<file path="src/verilog/stiu_defs.vh">
// Purpose: constants for the signed table interpolate unit
// Assumes: one 100 MHz clock, synchronous active-high reset
// Notes: definitions only
`ifndef STIU_DEFS_VH
`define STIU_DEFS_VH
// ==========================================================
// opcode and extension word fields
`define STIU_OP_PREFIX 10'h3e0
`define STIU_EXT_SIGNED 11
`define STIU_EXT_ROUND 10
`define STIU_EXT_TABLE 8
// ==========================================================
// sizes and effective address modes
`define STIU_SZ_BYTE 2'h0
`define STIU_SZ_WORD 2'h1
`define STIU_SZ_LONG 2'h2
`define STIU_EA_DREG 3'h0
`define STIU_EA_IND 3'h2
`define STIU_EA_DISP 3'h5
`define STIU_EA_IDX 3'h6
`define STIU_EA_EXT 3'h7
`define STIU_EA_ABSW 3'h0
`define STIU_EA_ABSL 3'h1
`define STIU_EA_PCD 3'h2
`define STIU_EA_PCX 3'h3
`endif

</file>
<file path="src/verilog/stiu_decode.v">
// Purpose: decode the interpolate opcode and extension words
// Assumes: words are stable while valid
// Notes: purely combinational
`timescale 1ns/1ps
`include "stiu_defs.vh"
module stiu_decode (
   // instruction words
   input wire [15:0] op_word_i,
   input wire [15:0] ext_word_i,
   // decoded fields
   output wire legal_o,
   output wire table_mode_o,
   output wire no_round_option_o,
   output wire is_signed_o,
   output wire [1:0] size_o,
   output wire [2:0] dest_sel_o,
   output wire [2:0] src_a_sel_o,
   output wire [2:0] src_b_sel_o
);
   // ==========================================================
   // field extraction
   wire [2:0] ea_mode = op_word_i[5:3];
   wire [2:0] ea_reg = op_word_i[2:0];
   wire prefix_ok = (op_word_i[15:6] == `STIU_OP_PREFIX);
   wire size_ok = (ext_word_i[7:6] != 2'h3);
   // control modes only; postincrement, predecrement, direct, immediate refused
   wire ea_ok = (ea_mode == `STIU_EA_IND) || (ea_mode == `STIU_EA_DISP) ||
      (ea_mode == `STIU_EA_IDX) ||
      ((ea_mode == `STIU_EA_EXT) && ((ea_reg == `STIU_EA_ABSW) || (ea_reg == `STIU_EA_ABSL) ||
      (ea_reg == `STIU_EA_PCD) || (ea_reg == `STIU_EA_PCX)));
   // register mode: ea mode zero and table bit clear
   wire reg_ok = (ea_mode == `STIU_EA_DREG) && !ext_word_i[`STIU_EXT_TABLE];
   wire tab_ok = ext_word_i[`STIU_EXT_TABLE] && ea_ok;
   assign legal_o = prefix_ok && size_ok && (tab_ok || reg_ok);
   assign table_mode_o = ext_word_i[`STIU_EXT_TABLE];
   assign no_round_option_o = ext_word_i[`STIU_EXT_ROUND];
   assign is_signed_o = ext_word_i[`STIU_EXT_SIGNED];
   assign size_o = ext_word_i[7:6];
   assign dest_sel_o = ext_word_i[14:12];
   assign src_a_sel_o = ea_reg;
   assign src_b_sel_o = ext_word_i[2:0];
endmodule // stiu_decode

</file>
<file path="src/verilog/stiu_sizeext.v">
// Purpose: extend an entry of the chosen size to 33 bits
// Assumes: size is byte, word or long
// Notes: used once per table entry
`timescale 1ns/1ps
`include "stiu_defs.vh"
module stiu_sizeext (
   // operand
   input wire [31:0] val_i,
   input wire [1:0] size_i,
   input wire is_signed_i,
   // extended value
   output reg [32:0] ext_o
);
   // ==========================================================
   // two's-complement or zero extension by size
   always @* begin
      case (size_i)
         `STIU_SZ_BYTE: ext_o = {{25{is_signed_i & val_i[7]}}, val_i[7:0]};
         `STIU_SZ_WORD: ext_o = {{17{is_signed_i & val_i[15]}}, val_i[15:0]};
         default: ext_o = {is_signed_i & val_i[31], val_i};
      endcase
   end
endmodule // stiu_sizeext

</file>
<file path="src/verilog/stiu_unit.v">
// Purpose: table lookup and linear interpolate datapath
// Assumes: sequencer holds words and register values while busy
// Notes: Operation
// Operation
// - table index from dest high byte
// - address is base plus index times size
// - difference next minus first, times fraction
// - register mode uses two sources, fraction only
// - entries are n-bit two's complement
// - rounded and unrounded result formulas
// - round bit zero rounds, one does not
// - round adjustment by half thresholds
// - rounded result writes only sized bits
// - unrounded integer placed above fraction byte
// - unrounded byte/word sign extended
// - fraction byte in bits seven to zero
// - flags N Z, X kept, C cleared
// - V on long integer outside 24 bits
// - size 00 byte, 01 word, 10 long
// - table mode accepts control modes only
// - zero mode field selects register mode
// - opcode prefix and extension layout
// - dest register gives input, takes result
// - unsigned variant zero-extends unrounded results
`timescale 1ns/1ps
`include "stiu_defs.vh"
module stiu_unit (
   // clock and reset
   input wire clk_i,
   input wire reset_i,
   // instruction from the sequencer
   input wire start_i,
   input wire [15:0] op_word_i,
   input wire [15:0] ext_word_i,
   input wire [31:0] table_base_operand_i,
   // register file read ports
   output wire [2:0] rd_a_sel_o,
   output wire [2:0] rd_b_sel_o,
   output wire [2:0] rd_d_sel_o,
   input wire [31:0] rd_a_data_i,
   input wire [31:0] rd_b_data_i,
   input wire [31:0] dest_data_reg_i,
   // operand memory read
   output reg mem_req_o,
   output reg [31:0] mem_addr_ff_o,
   output reg [1:0] mem_size_ff_o,
   input wire mem_ack_i,
   input wire [31:0] mem_rdata_i,
   // result write back
   output reg wr_en_o,
   output reg [2:0] wr_sel_ff_o,
   output reg [31:0] wr_data_ff_o,
   output reg [4:0] ccr_ff_o,
   input wire [4:0] ccr_i,
   // status
   output wire busy_o,
   output reg illegal_o
);
   // ==========================================================
   // state machine, one-hot
   localparam [5:0] S_IDLE = 6'h01;
   localparam [5:0] S_FETCH0 = 6'h02;
   localparam [5:0] S_FETCH1 = 6'h04;
   localparam [5:0] S_CALC = 6'h08;
   localparam [5:0] S_DONE = 6'h10;
   localparam [5:0] S_ILL = 6'h20;
   reg [5:0] state_ff;
   reg [5:0] nxt_state;
   reg [31:0] ent0_ff;
   reg [31:0] ent1_ff;
   reg [15:0] dvar_ff;
   reg [31:0] dold_ff;
   reg [31:0] nxt_wdata;
   reg [4:0] nxt_ccr;
   // ==========================================================
   // decode
   wire legal;
   wire table_mode;
   wire no_round_option;
   wire is_signed;
   wire [1:0] size;
   wire [2:0] dest_sel;
   stiu_decode u_dec (
      .op_word_i(op_word_i),
      .ext_word_i(ext_word_i),
      .legal_o(legal),
      .table_mode_o(table_mode),
      .no_round_option_o(no_round_option),
      .is_signed_o(is_signed),
      .size_o(size),
      .dest_sel_o(dest_sel),
      .src_a_sel_o(rd_a_sel_o),
      .src_b_sel_o(rd_b_sel_o)
   );
   assign rd_d_sel_o = dest_sel;
   assign busy_o = !state_ff[0];
   // ==========================================================
   // table address: index scaled by operand size
   wire [31:0] idx = {24'h000000, dest_data_reg_i[15:8]};
   reg [31:0] scaled_idx;
   always @* begin
      case (size)
         `STIU_SZ_BYTE: scaled_idx = idx;
         `STIU_SZ_WORD: scaled_idx = {idx[30:0], 1'b0};
         default: scaled_idx = {idx[29:0], 2'b00};
      endcase
   end
   wire [31:0] addr0 = table_base_operand_i + scaled_idx;
   reg [31:0] step;
   always @* begin
      case (mem_size_ff_o)
         `STIU_SZ_BYTE: step = 32'h00000001;
         `STIU_SZ_WORD: step = 32'h00000002;
         default: step = 32'h00000004;
      endcase
   end
   // ==========================================================
   // arithmetic on the captured entries
   wire [32:0] e0x;
   wire [32:0] e1x;
   stiu_sizeext u_ext0 (
      .val_i(ent0_ff),
      .size_i(mem_size_ff_o),
      .is_signed_i(is_signed),
      .ext_o(e0x)
   );
   stiu_sizeext u_ext1 (
      .val_i(ent1_ff),
      .size_i(mem_size_ff_o),
      .is_signed_i(is_signed),
      .ext_o(e1x)
   );
   // 34-bit difference and 43-bit product: no overflow for long entries
   wire signed [33:0] diff = $signed({e1x[32], e1x}) - $signed({e0x[32], e0x});
   wire signed [42:0] prod = diff * $signed({1'b0, dvar_ff[7:0]});
   wire signed [42:0] base256 = $signed({{2{e0x[32]}}, e0x, 8'h00});
   wire signed [42:0] unr = base256 + prod;
   // round to nearest, symmetric about zero
   wire [7:0] pfrac = prod[7:0];
   wire signed [34:0] ptrunc = prod[42:8]; // floor of prod/256
   reg signed [34:0] adj;
   always @* begin
      if (!prod[42]) begin
         adj = ptrunc + (pfrac[7] ? 35'sd1 : 35'sd0);
      end else if (pfrac == 8'h00) begin
         adj = ptrunc;
      end else begin
         // negative: truncate toward zero, then -1 when fraction at most -1/2
         adj = ptrunc + 35'sd1 - ((pfrac <= 8'h80) ? 35'sd1 : 35'sd0);
      end
   end
   wire signed [34:0] rnd = $signed({{2{e0x[32]}}, e0x}) + adj;
   wire [34:0] uint = unr[42:8];
   // ==========================================================
   // result merge and condition codes
   always @* begin
      nxt_wdata = dold_ff;
      nxt_ccr = ccr_i;
      nxt_ccr[0] = 1'b0;
      nxt_ccr[1] = 1'b0;
      if (!no_round_option) begin
         case (mem_size_ff_o)
            `STIU_SZ_BYTE: begin
               nxt_wdata[7:0] = rnd[7:0];
               nxt_ccr[3] = rnd[7];
               nxt_ccr[2] = (rnd[7:0] == 8'h00);
            end
            `STIU_SZ_WORD: begin
               nxt_wdata[15:0] = rnd[15:0];
               nxt_ccr[3] = rnd[15];
               nxt_ccr[2] = (rnd[15:0] == 16'h0000);
            end
            default: begin
               nxt_wdata = rnd[31:0];
               nxt_ccr[3] = rnd[31];
               nxt_ccr[2] = (rnd[31:0] == 32'h00000000);
            end
         endcase
      end else begin
         case (mem_size_ff_o)
            `STIU_SZ_BYTE: nxt_wdata = {{16{is_signed & uint[7]}}, uint[7:0], unr[7:0]};
            `STIU_SZ_WORD: nxt_wdata = {{8{is_signed & uint[15]}}, uint[15:0], unr[7:0]};
            default: begin
               nxt_wdata = {uint[23:0], unr[7:0]};
               // integer part outside 24-bit range, signed or unsigned per is_signed
               nxt_ccr[1] = is_signed ? (uint[34:23] != {12{uint[23]}}) : (uint[34:24] != 11'h000);
            end
         endcase
         nxt_ccr[3] = nxt_wdata[31];
         nxt_ccr[2] = (nxt_wdata == 32'h00000000);
      end
   end
   // ==========================================================
   // next state
   always @* begin
      nxt_state = state_ff;
      case (state_ff)
         S_IDLE: begin
            if (start_i) begin
               if (!legal) nxt_state = S_ILL;
               else if (table_mode) nxt_state = S_FETCH0;
               else nxt_state = S_CALC;
            end
         end
         S_FETCH0: if (mem_ack_i) nxt_state = S_FETCH1;
         S_FETCH1: if (mem_ack_i) nxt_state = S_CALC;
         S_CALC: nxt_state = S_DONE;
         S_DONE: nxt_state = S_IDLE;
         S_ILL: nxt_state = S_IDLE;
         default: nxt_state = S_IDLE;
      endcase
   end
   // ==========================================================
   // registers
   always @(posedge clk_i) begin
      if (reset_i) begin
         state_ff <= S_IDLE;
         ent0_ff <= 32'h00000000;
         ent1_ff <= 32'h00000000;
         dvar_ff <= 16'h0000;
         dold_ff <= 32'h00000000;
         mem_addr_ff_o <= 32'h00000000;
         mem_size_ff_o <= `STIU_SZ_BYTE;
         wr_sel_ff_o <= 3'h0;
         wr_data_ff_o <= 32'h00000000;
         ccr_ff_o <= 5'h00;
      end else begin
         state_ff <= nxt_state;
         if (state_ff[0] && start_i) begin
            dvar_ff <= dest_data_reg_i[15:0];
            dold_ff <= dest_data_reg_i;
            mem_addr_ff_o <= addr0;
            mem_size_ff_o <= size;
            wr_sel_ff_o <= dest_sel;
            ent0_ff <= rd_a_data_i;
            ent1_ff <= rd_b_data_i;
         end
         if (state_ff[1] && mem_ack_i) begin
            ent0_ff <= mem_rdata_i;
            mem_addr_ff_o <= mem_addr_ff_o + step;
         end
         if (state_ff[2] && mem_ack_i) ent1_ff <= mem_rdata_i;
         if (state_ff[3]) begin
            wr_data_ff_o <= nxt_wdata;
            ccr_ff_o <= nxt_ccr;
         end
      end
   end
   // ==========================================================
   // handshake outputs decoded from state
   always @* begin
      mem_req_o = state_ff[1] | state_ff[2];
      wr_en_o = state_ff[4];
      illegal_o = state_ff[5];
   end
endmodule // stiu_unit

</file>
<file path="config.mk">
export PLATFORM = sky130hd
export DESIGN_NAME = stiu_unit
export DESIGN_NICKNAME = d
export VERILOG_FILES = /design/src/verilog/stiu_decode.v /design/src/verilog/stiu_sizeext.v /design/src/verilog/stiu_unit.v
export VERILOG_INCLUDE_DIRS = /design/src /design/src/verilog
export SDC_FILE = /design/constraint.sdc
export NUM_CORES = 2
export LEC_CHECK = 0
export CORE_MARGIN = 2
export CORE_UTILIZATION = 50
export CTS_CLUSTER_SIZE = 40
export DETAILED_ROUTE_END_ITERATION = 8
export DONT_BUFFER_PORTS = 1
export PLACE_DENSITY = 0.62
export SLEW_MARGIN = 20
export SYNTH_ARGS = -nofsm -noshare
export SYNTH_HDL_FRONTEND = slang
export SYNTH_SLANG_ARGS = --single-unit
</file>
<file path="constraint.sdc">
create_clock -name clk_i -period 18 [get_ports clk_i]
set_input_delay 3.6 -clock clk_i [delete_from_list [all_inputs] [get_ports clk_i]]
set_output_delay 3.6 -clock clk_i [all_outputs]
set_load 0.01 [all_outputs]
</file>
Yosys cells after proc, flatten, opt, wreduce, memory -nomap -nowiden
Cells that the tools add are included.

word-level totals
  bits in registers = 183

cells by class
  $add $sub $neg = 8
  multiply operators = 1
  order comparisons = 1
  eq/ne operators = 19
  mux-type cells = 30
  bitwise logic cells = 9
  reductions and logical operators = 31

operators with widths
  cell                                                 count
  2-to-1 mux 32 bit                                    10
  case mux 33 bit (2 select lines)                     2
  adder 32 bit                                         3
  logical NOT 32 bit                                   2
  case mux 32 bit (2 select lines)                     1
  adder 41 x 43 -> 43 bit                              1
  multiplier 34 x 9 -> 43 bit                          1
  subtractor 33 x 33 -> 34 bit                         1
  adder 32 x 2 -> 32 bit                               1
  adder 32 x 2 -> 32 bit, second input constant        1
  subtractor 32 x 2 -> 32 bit                          1
  2-to-1 mux 6 bit                                     4
  case mux 6 bit (4 select lines)                      1
  case mux 10 bit (2 select lines)                     1
  logical NOT 16 bit                                   1
  logical NOT 8 bit                                    2
  2-to-1 mux 16 bit                                    1
  != test 11 bit                                       1
  nonzero test 11 bit                                  1
  equality test 10 bit, second input constant          1
  equality test 3 x 2 -> 1 bit, second input constant  3
  equality test 3 bit, second input constant           3
  AND 1 bit                                            8
  <= comparator 8 bit, second input constant           1
  22 further kinds                                     47

Longest topological paths before layout
  depth in word-level cells = 13
  depth in mapped cells = 63
  depth with buffers taken out = 61

Modules after synthesis
From an unflattened synthesis, not the netlist that was laid out.

unflattened totals
  cells, all modules = 3,753
  area, all modules = 27,775.4 um^2

modules (own cells, without submodules)
  module        times used  cells each  area an instance (um^2)
  stiu_unit     1           3,589       26,736.9
  stiu_sizeext  2           70          431.7
  stiu_decode   1           24          175.2

Worst setup path after synthesis
Ideal clock, no wire load.

  path kind = input port to flip-flop
  start = in ext_word_i[11]
  end = reg ccr_ff_o[2]
  data arrival time = 15.428 ns
  required time = 17.904 ns
  setup slack = 2.476 ns
  cell stages on the path = 57
  path buffers = 6
  cells stage by stage = clkbuf_1 > nor4bb_1 > buf_2 > a21o_1 > buf_2 > inv_1 > ha_1 > a21oi_1 > o2111a_1 > a41oi_1 > a211o_1 > a21oi_1 > a21o_1 > a211oi_1 > nor2_1 > a211o_1 > a31oi_1 > a2111oi_0 > [21 not listed] > ha_1 > a21o_1 > a21oi_1 > o21bai_1 > a21oi_1 > o21a_1 > nor3_1 > nor4_2 > a211oi_4 > or3_4 > a31oi_4 > xor2_1 > or4_4 > a2111oi_4 > a21oi_1 > nor4_1 > nand4_1 > o41ai_2

on the way
  cells in the longest elaborated chain, start to end = 12

ends and longest elaborated chain
  element                                           RTL line                                                 source
  start: declaration                                stiu_unit.v:34                                           input wire [15:0] ext_word_i,
  AND 1 bit (on tied branches)                      stiu_sizeext.v:18, stiu_sizeext.v:19, stiu_sizeext.v:20
  case mux 33 bit (2 select lines)                  stiu_sizeext.v:17                                        case (size_i)
  subtractor 33 x 33 -> 34 bit                      stiu_unit.v:134                                          wire signed [33:0] diff = $signed({e1x[32], e1x}) - $signed({e0x[32], e0x});
  multiplier 34 x 9 -> 43 bit                       stiu_unit.v:135                                          wire signed [42:0] prod = diff * $signed({1'b0, dvar_ff[7:0]});
  adder 32 x 2 -> 32 bit                            stiu_unit.v:149                                          adj = ptrunc + 35'sd1 - ((pfrac <= 8'h80) ? 35'sd1 : 35'sd0);
  subtractor 32 x 2 -> 32 bit                       stiu_unit.v:149
  2-to-1 mux 32 bit                                 stiu_unit.v:145                                          end else if (pfrac == 8'h00) begin
  2-to-1 mux 32 bit                                 stiu_unit.v:143                                          if (!prod[42]) begin
  adder 32 bit                                      stiu_unit.v:152                                          wire signed [34:0] rnd = $signed({{2{e0x[32]}}, e0x}) + adj;
  logical NOT 32 bit, or another cell as far along  stiu_unit.v:176                                          nxt_ccr[2] = (rnd[31:0] == 32'h00000000);
  case mux 2 bit (2 select lines)                   stiu_unit.v:162                                          case (mem_size_ff_o)
  2-to-1 mux 2 bit *                                stiu_unit.v:161                                          if (!no_round_option) begin
  end signal: assignment                            stiu_unit.v:245                                          ccr_ff_o <= nxt_ccr;
  end: declaration                                  stiu_unit.v:53                                           output reg [4:0] ccr_ff_o,

Mark *: on every way between the ends. The rest lies on a longest branch, timed or not. The select of a mux whose other input is x is not followed.
A chain may end at the register's enable or synchronous reset.

Worst setup path in the final report
Same ends and word-level chain as after synthesis.

==> run_results.csv <==
group,metric,value,unit
status,status,"completed",
cells_and_area,num-nets-final,4212,
grt,grt_pass1_vias,24800,
synthesis,avgSynthCellArea,7.44,sq um
placement,dp_cells,4219,
route,drc,0,
clocking,clkSlewWorstSetupHoldPaths,0.07,ns
cells_and_area,fillers,5262,
synthesis,synth-xor-area-share,6.35,%
critical_path,cp_max_fo,12,
sta,post-route-min-period,16.67,ns
critical_path,end_kind,"flip-flop",
synthesis,synthAdderAreaFrac,27.5,%
sta,clock_skew,0.0150,ns
floorplanning,rows,85,
floorplanning,start_util,50.6,%
synthesis,synth_compound_area_share,20.9,%
synthesis,yosys_warnings,0,
synthesis,netlist-cell-type-count,105,
hold_path,worstHoldPathCells,2,
placement,post-place-ws,1.03,ns
synthesis,synthSimpleGateAreaFrac,22.7,%
synthesis,synth-main-ff-cell,"dfxtp_1",
clocking,htreeDepth,4,
sta,finalHoldViolCount,0,
cells_and_area,final_common_cell,"nand2_1",
synthesis,yosysTopAreaCell,"fa_1",
grt,grt_max_degree,171,
critical_path,reg2reg_to,"ccr_ff_o[2]$_SDFFE_PP0P_",
sta,rsz0062_at_grt,"false",
cells_and_area,seq_area,3510,sq um
placement,place_hpwl,73200,microns
critical_path,cp_common_cell,"a21oi_1",
critical_path,cp.arrival,17.05,ns
cells_and_area,syn_to_final_growth,3.96,%
cells_and_area,final_cell_mix,"nand2_1 (529), inv_1 (440), nor2_1 (297)",
synthesis,ys_seq_elements,175,
route,vias_per_cell,6.02,
cells_and_area,drive_above_1_share,3.74,%
route,via_count,25600,
synthesis,ys_seq_area_share,12.9,%
sta,period_share,92.6,%
critical_path,worst_path_max_delay_cell,"fa_1",
clocking,clock-sinks,175,
synthesis,ys_top_cells_by_area,"fa_1 (16%), dfxtp_1 (13%), ha_1 (12%)",
floorplanning,die_y,237,microns
critical_path,cp.required,18.38,ns
critical_path,cp-start-kind,"input port",
clocking,cts_tree,"built",
hold_path,hp-start,"dold_ff[10]$_SDFFE_PP0P_",
synthesis,synthMuxAreaShare,1.06,%
hold_path,min-delay-path-class,"reg -> reg",
synthesis,synth_edf_count,0,
clocking,cts_buffers,17,
clocking,hold_buffers,0,
route,dr.pass1.iters,8,
clocking,ctsRootBufferMaster,"clkbuf_16",
critical_path,r2r_start,"mem_size_ff_o[0]$_SDFFE_PP0P_",
synthesis,synth-async-reset-ratio,0,%
floorplanning,die-width,237,microns
route,wl_per_cell,21.4,microns
grt,gr-total-overflow,0,
critical_path,rrSetupSlack,3.02,ns
grt,grt_antenna_before_repair,8,
clocking,cts_setup_buffers,0,
clocking,cts.repair.resized,0,
route,antenna_left,0,
floorplanning,io_pins,288,
cells_and_area,layout.cells.non_filler,4255,
cells_and_area,finish.utilization,52.6,%
sta,fin_ws,1.33,ns
sta,tns,0,ns
sta,fmax,60.0,MHz
synthesis,synth_top_family_by_area,"adder cells",
run,cap_violations,0,
critical_path,cpPeakStageDelay,0.71,ns
synthesis,mappedNetlistNets,4333,
synthesis,yosysTopAreaCellShare,15.8,%
grt,grt_pass1_wl,142000,microns
clocking,clkLatencyLatePin,0.49,ns
placement,globalplace.congestion,0.962,
clocking,clk_path_buf_depth,2,
sta,max_slew_margin,25.0,%
sta,worst_pin_slew,1.12,ns
floorplanning,core,53800,sq um
sta,slew_violations,0,
route,drt_iter0_markers,2012,
floorplanning,die-area,56400,sq um
hold_path,whs_endpoint,"dold_ff[10]$_SDFFE_PP0P_",
route,wl,91100,microns
synthesis,syn_area,27300,sq um
placement,io_buffers,0,
critical_path,crit_type,"in -> reg",
synthesis,syn-instance-count,3663,
sta,setup_viol,0,
critical_path,reg2reg_depth,52,
grt,grt_use_total,32.0,%
cells_and_area,multi_input_area,21400,sq um
[cells in the mapped netlist (9+ instances only)]
cell / count
a211oi_1: 34
a21o_1: 58
a21oi_1: 272
a221oi_1: 9
a311oi_1: 73
a31oi_1: 29
and2_1: 152
and3_1: 35
buf_1: 13
buf_4: 10
clkbuf_1: 138
dfxtp_1: 175
fa_1: 215
ha_1: 254
inv_1: 440
mux2i_1: 24
nand2_1: 532
nand2b_1: 32
nand3_1: 83
nand3b_1: 9
nand4_1: 23
nor2_1: 298
nor2b_1: 34
nor3_1: 60
nor4_1: 15
o211ai_1: 36
o21a_1: 36
o21ai_0: 134
o21ai_1: 10
o21bai_1: 32
o221ai_1: 9
or2_2: 12
or3_1: 16
xnor2_1: 130
xor2_1: 60
[registers in the layout, summed over array words and instances, names as in the netlist]
register and count:
dvar_ff 7, mem_size_ff_o 2, wr_data_ff_o 32, state_ff 6
ent1_ff 32, mem_addr_ff_o 32, ccr_ff_o 4, wr_sel_ff_o 3
ent0_ff 32, dold_ff 25
[critical path: cells and delay by family]
kind	cells	cell delay, ns
fa+ha+maj	6	2.86
xor+xnor	1	0.13
simple gates	14	3.87
compound gates	25	5.86
buf+inv	4	0.71
[worst max-delay path by stage]
stage	from	to	slack, ns	depth (start not counted)
3_3_place_gp	ext_word_i[11]	ccr_ff_o[2]$_SDFFE_PP0P_	1.13	50
4_1_cts	ext_word_i[11]	ccr_ff_o[2]$_SDFFE_PP0P_	1.43	51
2_1_floorplan	ext_word_i[11]	ccr_ff_o[2]$_SDFFE_PP0P_	2.48	57
3_5_place_dp	ext_word_i[11]	ccr_ff_o[2]$_SDFFE_PP0P_	1.03	51
5_1_grt	ext_word_i[11]	wr_data_ff_o[30]$_SDFFE_PP0P_	0.54	52
6_report	ext_word_i[11]	ccr_ff_o[2]$_SDFFE_PP0P_	1.33	50
[final cells by class]
class	instances	share of cell area [%]
clock buffer	18	1.55
timing repair buffer	30	0.795
multi-input combinational	2876	75.6
antenna	4	0.0353
tap	696	3.07
inverter	442	5.86
clock inverter	14	0.676
sequential	175	12.4
[logic make-up after synthesis]
| kind of cell | Yosys count |
|---|---|
| xor gates and xnor gates | 193 |
| adders and majority gates | 470 |
| and+or+nand+nor | 1334 |
| buffers and inverters | 612 |
| DFF | 175 |
| muxes | 28 |
| AOI/OAI and AO/OA | 850 |
| other | 1 |
[metal layers]
metal	global-route usage, %	share of wire (%)
met5	0	0.043
met4	11.4	3.5
met3	6.24	7.6
met2	50.7	45
met1	43.6	44
[stage by stage]
step                      hold slack (ns)  cell area, sq um
final                               0.459             28300
after global routing                0.476             28300
after CTS                           0.457             28300
after detailed placement            0.447             27700
after global placement              0.445             27700
after floorplan                     0.432             27300
Power is not shown: default switching activity piles up to over one toggle a cycle in this logic, so the estimate is an artifact.
